**src/rtl/prio_irq_defs.vh**
```
// constants for the prioritised interrupt control block
`ifndef PRIO_IRQ_DEFS_VH
`define PRIO_IRQ_DEFS_VH
// ==================================================
// control word addresses
`define ADDR_WORD0      2'h0
`define ADDR_WORD1      2'h1
`define ADDR_WORD2      2'h2
`define ADDR_WORD3      2'h3
// ==================================================
// bit positions
`define W0_GIE          0
`define W0_EXT0_FLAG    2
`define W0_EXT0_MASK    3
`define W1_EXT1_FLAG    0
`define W1_EXT1_MASK    1
`define W1_TMRA_FLAG    2
`define W1_TMRA_MASK    3
`define W2_TMRB_FLAG    0
`define W2_TMRB_MASK    1
`define W2_TMRC_FLAG    2
`define W2_TMRC_MASK    3
`define W3_AD_FLAG      0
`define W3_AD_MASK      1
`define W3_SER_FLAG     2
`define W3_SER_MASK     3
// ==================================================
// source indices, priority order
`define SRC_EXT0        0
`define SRC_EXT1        1
`define SRC_TMRA        2
`define SRC_TMRB        3
`define SRC_TMRC        4
`define SRC_AD          5
`define SRC_SER         6
`define NUM_SRC         7
// ==================================================
// vector addresses
`define VEC_RESET_STOP_CANCEL_IN 4'h0
`define VEC_STEP        4'h2
// ==================================================
// acknowledge sequence states
`define SEQ_IDLE        2'h0
`define SEQ_CYC1        2'h1
`define SEQ_CYC2        2'h2
`define SEQ_CYC3        2'h3
// ==================================================
// reset values
`define MASK_RESET      7'h7f
`define FLAG_RESET      7'h00
`define GIE_RESET       1'h0
// ==================================================
// pin synchroniser lanes
`define PIN_EXT0        0
`define PIN_EXT1        1
`define PIN_STOP_CANCEL_IN       2
`define PIN_COUNT       3
`endif

```
**src/rtl/edge_sync3.v**
```verilog
// three-stage input synchroniser with rising edge pulse per bit
`timescale 1ns/100ps
module edge_sync3 #(
   parameter WIDTH = 2
) (
   input  wire             clk_sys,
   input  wire             nrst,
   input  wire [WIDTH-1:0] asyncIn,
   output wire [WIDTH-1:0] risePulse
);
   // ==================================================
   // per-bit chain; edge seen when stages 2 and 3 agree high while the held level is still low
   genvar i;
   generate
      for (i = 0; i < WIDTH; i = i + 1) begin : g_sync
         reg [2:0] stage_reg;
         reg       level_reg;
         always @(posedge clk_sys or negedge nrst) begin
            if (!nrst) begin
               stage_reg <= 3'h0;
               level_reg <= 1'h0;
            end else begin
               stage_reg <= {stage_reg[1:0], asyncIn[i]};
               if (stage_reg[1] == stage_reg[2])
                  level_reg <= stage_reg[2];
            end
         end
         assign risePulse[i] = (stage_reg[1] == stage_reg[2]) && stage_reg[2] && !level_reg;
      end
   endgenerate
endmodule

```
**src/rtl/prioritised_interrupt_control.v**
```verilog
// interrupt flags, masks, priority select and acknowledge sequencing
`timescale 1ns/100ps
`include "prio_irq_defs.vh"
// Overview of operation
// - take irq only with global enable, flag set, mask clear; fixed priority order
// - lower-priority flags and masks never affect the selected source
// - global enable is bit 0 of word zero; 0 blocks all sources
// - enable cleared when interrupt processed, set by return-from-interrupt
// - external flags set on rising input edge, word0 bit2 and word1 bit0
// - external masks at word0 bit3 and word1 bit1; 1 blocks
// - timer A flag, word1 bit2, set by timer A overflow
// - timer A mask, word1 bit3, 1 blocks
// - timer B flag, word2 bit0, set by timer B overflow
// - timer B mask, word2 bit1, 1 blocks
// - timer C flag, word2 bit2, set by timer C overflow
// - stop-cancel request taken only while in stop mode
// - timer C mask, word2 bit3, 1 blocks
// - software never sets a flag; reset clears enable, flags, sets masks
// - after ack: cycle1 finish, cycle2 clear enable, cycles2-3 push, cycle3 jump
module prioritised_interrupt_control (
   input  wire       clk_sys,
   input  wire       nrst,
   input  wire       ext_irq_in0,
   input  wire       ext_irq_in1,
   input  wire       stop_cancel_in,
   input  wire       tmraOverflow,
   input  wire       tmrbOverflow,
   input  wire       tmrcOverflow,
   input  wire       adDone,
   input  wire       serialDone,
   input  wire       stopMode,
   input  wire       return_from_irq_instr,
   input  wire       ackTake,
   input  wire [1:0] wordAddr,
   input  wire       wordWrite,
   input  wire [3:0] wordWdata,
   output reg  [3:0] wordRdata,
   output wire       irqRequest,
   output wire       stopCancelRequest,
   output reg  [3:0] vectorAddr,
   output wire       finishCycle,
   output wire       pushCycle,
   output wire       jumpCycle
);
   // ==================================================
   // pin synchronisers and edge detect
   // all pins share one synchroniser, one lane per pin index
   wire [`PIN_COUNT-1:0] pinRise;
   edge_sync3 #(
      .WIDTH (`PIN_COUNT)
   ) u_sync (
      .clk_sys   (clk_sys),
      .nrst      (nrst),
      .asyncIn   ({stop_cancel_in, ext_irq_in1, ext_irq_in0}),
      .risePulse (pinRise)
   );

   // ==================================================
   // flag set and clear
   reg  [`NUM_SRC-1:0] flag_reg;
   reg  [`NUM_SRC-1:0] flag_next;
   reg  [`NUM_SRC-1:0] mask_reg;
   reg  [`NUM_SRC-1:0] mask_next;
   reg                 gie_reg;
   reg                 gie_next;
   reg  [1:0]          seq_reg;
   reg  [1:0]          seq_next;
   reg  [3:0]          vec_next;
   wire [`NUM_SRC-1:0] setEvt;
   wire [`NUM_SRC-1:0] swClr;
   wire [`NUM_SRC-1:0] active;
   wire [`NUM_SRC-1:0] higherActive;
   wire [`NUM_SRC-1:0] winner;
   wire                wr0 = wordWrite && (wordAddr == `ADDR_WORD0);
   wire                wr1 = wordWrite && (wordAddr == `ADDR_WORD1);
   wire                wr2 = wordWrite && (wordAddr == `ADDR_WORD2);
   wire                wr3 = wordWrite && (wordAddr == `ADDR_WORD3);

   // timer, converter and serial pulses share this clock and need no sync
   assign setEvt[`SRC_EXT0] = pinRise[`PIN_EXT0];
   assign setEvt[`SRC_EXT1] = pinRise[`PIN_EXT1];
   assign setEvt[`SRC_TMRA] = tmraOverflow;
   assign setEvt[`SRC_TMRB] = tmrbOverflow;
   assign setEvt[`SRC_TMRC] = tmrcOverflow;
   assign setEvt[`SRC_AD]   = adDone;
   assign setEvt[`SRC_SER]  = serialDone;

   // a write of 0 clears; a write of 1 leaves the flag alone
   assign swClr[`SRC_EXT0] = wr0 && !wordWdata[`W0_EXT0_FLAG];
   assign swClr[`SRC_EXT1] = wr1 && !wordWdata[`W1_EXT1_FLAG];
   assign swClr[`SRC_TMRA] = wr1 && !wordWdata[`W1_TMRA_FLAG];
   assign swClr[`SRC_TMRB] = wr2 && !wordWdata[`W2_TMRB_FLAG];
   assign swClr[`SRC_TMRC] = wr2 && !wordWdata[`W2_TMRC_FLAG];
   assign swClr[`SRC_AD]   = wr3 && !wordWdata[`W3_AD_FLAG];
   assign swClr[`SRC_SER]  = wr3 && !wordWdata[`W3_SER_FLAG];

   always @* begin
      // set wins over clear; mask and enable do not touch flags
      flag_next = (flag_reg & ~swClr) | setEvt;
      mask_next = mask_reg;
      if (wr0)
         mask_next[`SRC_EXT0] = wordWdata[`W0_EXT0_MASK];
      if (wr1) begin
         mask_next[`SRC_EXT1] = wordWdata[`W1_EXT1_MASK];
         mask_next[`SRC_TMRA] = wordWdata[`W1_TMRA_MASK];
      end
      if (wr2) begin
         mask_next[`SRC_TMRB] = wordWdata[`W2_TMRB_MASK];
         mask_next[`SRC_TMRC] = wordWdata[`W2_TMRC_MASK];
      end
      if (wr3) begin
         mask_next[`SRC_AD]  = wordWdata[`W3_AD_MASK];
         mask_next[`SRC_SER] = wordWdata[`W3_SER_MASK];
      end
   end

   // ==================================================
   // priority selection
   assign active     = flag_reg & ~mask_reg;
   assign irqRequest = gie_reg && (|active) && (seq_reg == `SEQ_IDLE);
   assign stopCancelRequest = pinRise[`PIN_STOP_CANCEL_IN] && stopMode;

   // a source wins only while every higher-priority source is idle
   genvar g;
   generate
      for (g = 0; g < `NUM_SRC; g = g + 1) begin : g_prio
         if (g == 0) begin : g_first
            assign higherActive[g] = 1'h0;
         end else begin : g_next
            assign higherActive[g] = higherActive[g-1] || active[g-1];
         end
      end
   endgenerate
   assign winner = active & ~higherActive;

   integer k;
   always @* begin
      // at most one winner bit is set, so loop order does not matter
      vec_next = vectorAddr;
      if (stopCancelRequest)
         vec_next = `VEC_RESET_STOP_CANCEL_IN;
      else if (irqRequest && ackTake) begin
         for (k = 0; k < `NUM_SRC; k = k + 1) begin
            if (winner[k])
               vec_next = `VEC_STEP + (`VEC_STEP * k[3:0]);
         end
      end
   end

   // ==================================================
   // acknowledge sequence and global enable
   // one acknowledge walks the three cycles, then the sequencer idles again
   always @* begin
      seq_next = seq_reg;
      gie_next = gie_reg;
      case (seq_reg)
         `SEQ_IDLE: begin
            if (irqRequest && ackTake)
               seq_next = `SEQ_CYC1;
         end
         `SEQ_CYC1: begin
            seq_next = `SEQ_CYC2;
         end
         `SEQ_CYC2: begin
            seq_next = `SEQ_CYC3;
            gie_next = 1'h0;
         end
         `SEQ_CYC3: begin
            seq_next = `SEQ_IDLE;
         end
         default: begin
            seq_next = `SEQ_IDLE;
         end
      endcase
      // enable writes in cycle two are dropped so the hardware clear sticks
      if (seq_reg != `SEQ_CYC2) begin
         if (wr0)
            gie_next = wordWdata[`W0_GIE];
         if (return_from_irq_instr)
            gie_next = 1'h1;
      end
   end

   assign finishCycle = (seq_reg == `SEQ_CYC1);
   assign pushCycle   = (seq_reg == `SEQ_CYC2) || (seq_reg == `SEQ_CYC3);
   assign jumpCycle   = (seq_reg == `SEQ_CYC3);

   // reset: enable off, every flag clear, every source masked
   always @(posedge clk_sys or negedge nrst) begin
      if (!nrst) begin
         flag_reg   <= `FLAG_RESET;
         mask_reg   <= `MASK_RESET;
         gie_reg    <= `GIE_RESET;
         seq_reg    <= `SEQ_IDLE;
         vectorAddr <= `VEC_RESET_STOP_CANCEL_IN;
      end else begin
         flag_reg   <= flag_next;
         mask_reg   <= mask_next;
         gie_reg    <= gie_next;
         seq_reg    <= seq_next;
         vectorAddr <= vec_next;
      end
   end

   // ==================================================
   // word read-back
   // bit 1 of word zero is unused and reads as zero
   always @* begin
      wordRdata = 4'h0;
      case (wordAddr)
         `ADDR_WORD0: wordRdata = {mask_reg[`SRC_EXT0], flag_reg[`SRC_EXT0], 1'h0, gie_reg};
         `ADDR_WORD1: wordRdata = {mask_reg[`SRC_TMRA], flag_reg[`SRC_TMRA],
                                   mask_reg[`SRC_EXT1], flag_reg[`SRC_EXT1]};
         `ADDR_WORD2: wordRdata = {mask_reg[`SRC_TMRC], flag_reg[`SRC_TMRC],
                                   mask_reg[`SRC_TMRB], flag_reg[`SRC_TMRB]};
         `ADDR_WORD3: wordRdata = {mask_reg[`SRC_SER], flag_reg[`SRC_SER],
                                   mask_reg[`SRC_AD], flag_reg[`SRC_AD]};
         default:     wordRdata = 4'h0;
      endcase
   end
endmodule

```
**config.mk**
```make
export PLATFORM = sky130hd
export DESIGN_NAME = prioritised_interrupt_control
export DESIGN_NICKNAME = d
export VERILOG_FILES = /design/src/rtl/edge_sync3.v /design/src/rtl/prioritised_interrupt_control.v
export VERILOG_INCLUDE_DIRS = /design/src /design/src/rtl
export SDC_FILE = /design/constraint.sdc
export NUM_CORES = 1
export LEC_CHECK = 0
export ABC_AREA = 1
export BUFFER_PORTS_ARGS = -buffer_cell sky130_fd_sc_hd__buf_2
export CAP_MARGIN = 10
export CORE_ASPECT_RATIO = 0.8
export CORE_MARGIN = 8
export CORE_UTILIZATION = 48
export DETAILED_ROUTE_END_ITERATION = 7
export GPL_TIMING_DRIVEN = 0
export PLACE_DENSITY_LB_ADDON = 0.05
export SKIP_LAST_GASP = 1
export SLEW_MARGIN = 0
export SYNTH_ARGS = -nofsm -noshare
export SYNTH_HDL_FRONTEND = slang
export SYNTH_SLANG_ARGS = --single-unit
```
**constraint.sdc**
```tcl
create_clock -name clk_sys -period 1.2 [get_ports clk_sys]
set_input_delay 0.24 -clock clk_sys [delete_from_list [all_inputs] [get_ports clk_sys]]
set_output_delay 0.24 -clock clk_sys [all_outputs]
set_load 0.03 [all_outputs]
```
==> metrics.md <==
| Metric | Value |
|---|---|
| Peak VDD IR | `between 1 and 1.5 mV` |
| Post-Route Skew | `just under 0.004 ns` |
| WL/cell | `~14 microns` |
| Worst setup SP type | `register` |
| Nets | `269` |
| Initial DRC count | `94` |
| H-tree levels | `2` |
| Max-cap violations | `0` |
| Horiz. Die Dim | `between 70 and 80 microns` |
| Starting Density | `between 50% and 60%` |
| Worst EP required | `0.96 ns` |
| Antenna cell count | `0` |
| Post-synth top area cell | `dfrtp_1` |
| Flop-to-flop setup slack | `-0.31 ns` |
| Async SR Flop Fraction | `between 90% and 100%` |
| Die ar. | `roughly 5400 sq um` |
| Pin count of the biggest net entering global routing | `33` |
| Commonest cells in the synthesized netlist | `54 x nand2_1, 25 x dfrtp_1, 22 x inv_1, 11 x nand3_1, 10 x o21ai_0` |
| Synthesis-to-finish area growth | `46.46%` |
| Count leader, synth | `nand2_1` |
| I/O pin count | `33` |
| Gate Count Post-Synth | `177` |
| Synth Net Count | `205` |
| Failing checks | `hold timing, setup timing` |
| CP Data Arrival Time | `around 1.4 ns` |
| Final WS setup | `-0.4795 ns` |
| Final hold viol count | `15` |
| Number of flip-flops in the largest register | `9` |
| Rel. slew slack | `between 50% and 60%` |
| Clock buffer depth | `2` |
| Top cells by area in the synthesized netlist | `dfrtp_1 40%, nand2_1 13%, dfstp_2 12%, ha_1 6.4%, inv_1 5.3%` |
| Max Clock Freq | `595.4 MHz` |
| Vias per Instance | `5.004` |
| Pwr Total | `0.004487 W` |
| First-pass GRT wire length | `between 6 and 7 mm` |
| Detailed-route wire length | `slightly above 4 mm` |
| Antenna violations before repair | `0` |
| Share of layout cells above drive strength 1 | `a little over half` |
| Cell area after synthesis | `about 1600 sq um` |
| WS Path Type | `reg2out` |
| Fin Hold WS | `-0.008301 ns` |
| CTS Sinks | `32` |
| Predominant post-synthesis flop cell | `dfrtp_1` |
| Fin util | `between 70 and 80%` |
| Drt pass-1 iters | `4` |
| Worst-path fanout max | `2` |
| Die height | `67.20 microns` |
| Yosys cell types | `24` |
| Post-DRT Antenna Nets | `0` |
| Synth top area share | `about 40%` |
| Gpl congestion | `about 0.85` |
| Clock latency on the worst-skew pair | `~0.28 ns` |
| Dpl cell area | `~1800 sq um` |
| Area of the multi-input gates | `slightly below 800 sq um` |
| Setup violations, final | `14` |
| Power Density | `slightly below 2000 nW/um^2` |
| DRC Markers | `0` |
| Mean post-synth cell area | `between 8 and 9 sq um` |
| PortBufs | `31` |
| Root Driver | `clkbuf_8` |
| # hold bufs at CTS | `0` |
| Overall Global Routing Usage | `between 10 and 15%` |
| Hold Crit Class | `in2async` |
| Post-synth EDFFs | `0` |
| FILL cells | `231` |
| Status | `complete, but fails checks` |
| Period Utilization, post-route | `140.0%` |
| Grt total ovfl | `0` |
| Post-DP HPWL | `2.635 mm` |
| Vias | `1411` |
| Core area | `~3100 sq um` |
| Register bit total from synthesis | `32` |
| Worst slew pin tran | `slightly below 0.7 ns` |
| Fin crit period | `about 1.7 ns` |
| Post-place setup slack | `-0.2745 ns` |
| Ys Warns | `0` |
| Standby leakage power | `roughly 1.2 nW` |
| RSZ-0062 raised after global routing | `yes` |
| Clk slew on worst S/H paths | `0.06 ns` |
| Vias in the first global route | `between 1000 and 1500` |
| Site Rows | `18` |
| Worst setup EP type | `output pin` |
| Sequential cell area | `between 800 and 900 sq um` |
| Final Cell Area | `roughly 2300 sq um` |
| TritonCTS buffer count | `5` |
| Max Slew Vio Count | `0` |
| Sequential-to-total area share from yosys stat | `51.47%` |
| CTS tree | `done` |
==> worst max-delay path: stages, from the launching register on <==
cell and delay (ns):
dfstp_2 0.55, inv_2 0.04, nand2_2 0.08, nand2_2 0.08
nor2_4 0.11, nand2_4 0.07, nand2_4 0.06, inv_2 0.03
buf_6 0.12
==> timing repair <==
action                     4_1_cts  5_1_grt
setup endpoints to repair       14       14
resized for setup               32       27
pin swaps                       12       16
setup buffers                   24       12
==> power breakdown <==
part / switching [W] / total [W] / internal [W]
Clock: 0.000390 / 0.00101 / 0.000615
Combinational: 0.00106 / 0.00200 / 0.000937
Sequential: 0.000185 / 0.00148 / 0.00130
Total: 0.00164 / 0.00449 / 0.00285
==> placed cells by master (no fill, tap or decap), types with 3 or more instances in the layout <==
cell type and count:
ha_4 4, inv_1 12, nand2_4 4, ha_1 3, nand2_2 14, o21ai_0 10
mux2_2 3, o21ai_1 5, dfstp_2 7, inv_2 14, nor2_4 4, nand2_1 43
nand3_2 4, nor2_1 3, buf_2 22, buf_4 20, dfrtp_1 23, buf_6 16
clkbuf_8 5, nand3_1 7
==> metal layers <==
metal,GRT usage (%),up-vias,wire length [microns]
met5,0,-,0
met4,4.751,0,26
met2,25.88,46,2095
met3,5.438,2,249
li1,-,681,-
met1,16.89,682,1693
==> cell families (layout without fill, tap and decap cells) <==
kind of cell / count (synthesis) / after routing / synth area share, %
other cells: 1 / 1 / 0.2384
buf+inv: 27 / 92 / 6.683
flops: 32 / 32 / 51.47
fa+ha+maj: 8 / 8 / 6.365
compound gates: 20 / 20 / 7.001
simple gates: 86 / 86 / 26.09
mux: 3 / 3 / 2.148
==> area by class of cell <==
cell class                      instances  share of cell area (%)
Buffer                                  1                  0.3259
Clock buffer                            6                   3.150
Clock inverter                          2                   1.521
Inverter                               26                   4.237
Multi-Input combinational cell        118                   34.55
Sequential cell                        32                   35.25
Tap cell                               40                   2.173
Timing Repair Buffer                   57                   18.79
==> worst paths after layout <==
| kind | start | endpoint | cells past startpoint |
|---|---|---|---|
| min | nrst | u_sync.g_sync[0].stage_reg[1] | 1 |
| min reg2reg | u_sync.g_sync[0].stage_reg[0] | u_sync.g_sync[0].stage_reg[1] | 0 |
| max in group asynchronous | nrst | seq_reg[1] | 1 |
| max reg2reg | seq_reg[0] | seq_reg[0] | 7 |
| max | mask_reg[0] | irqRequest | 8 |
| min in group clk_sys | ext_irq_in0 | u_sync.g_sync[0].stage_reg[0] | 1 |
==> through the flow <==
stage	instances	hold slack, ns	TNS, ns
5_1_grt	282	0.03855	-4.264
4_1_cts	276	0.01192	-3.328
6_report	282	-0.008301	-3.469
3_5_place_dp	248	0.3194	-1.117
2_1_floorplan	177	-0.05559	-0.1105
3_3_place_gp	248	0.3081	-0.8600
Note: power is estimated with default switching activity, not from simulation.
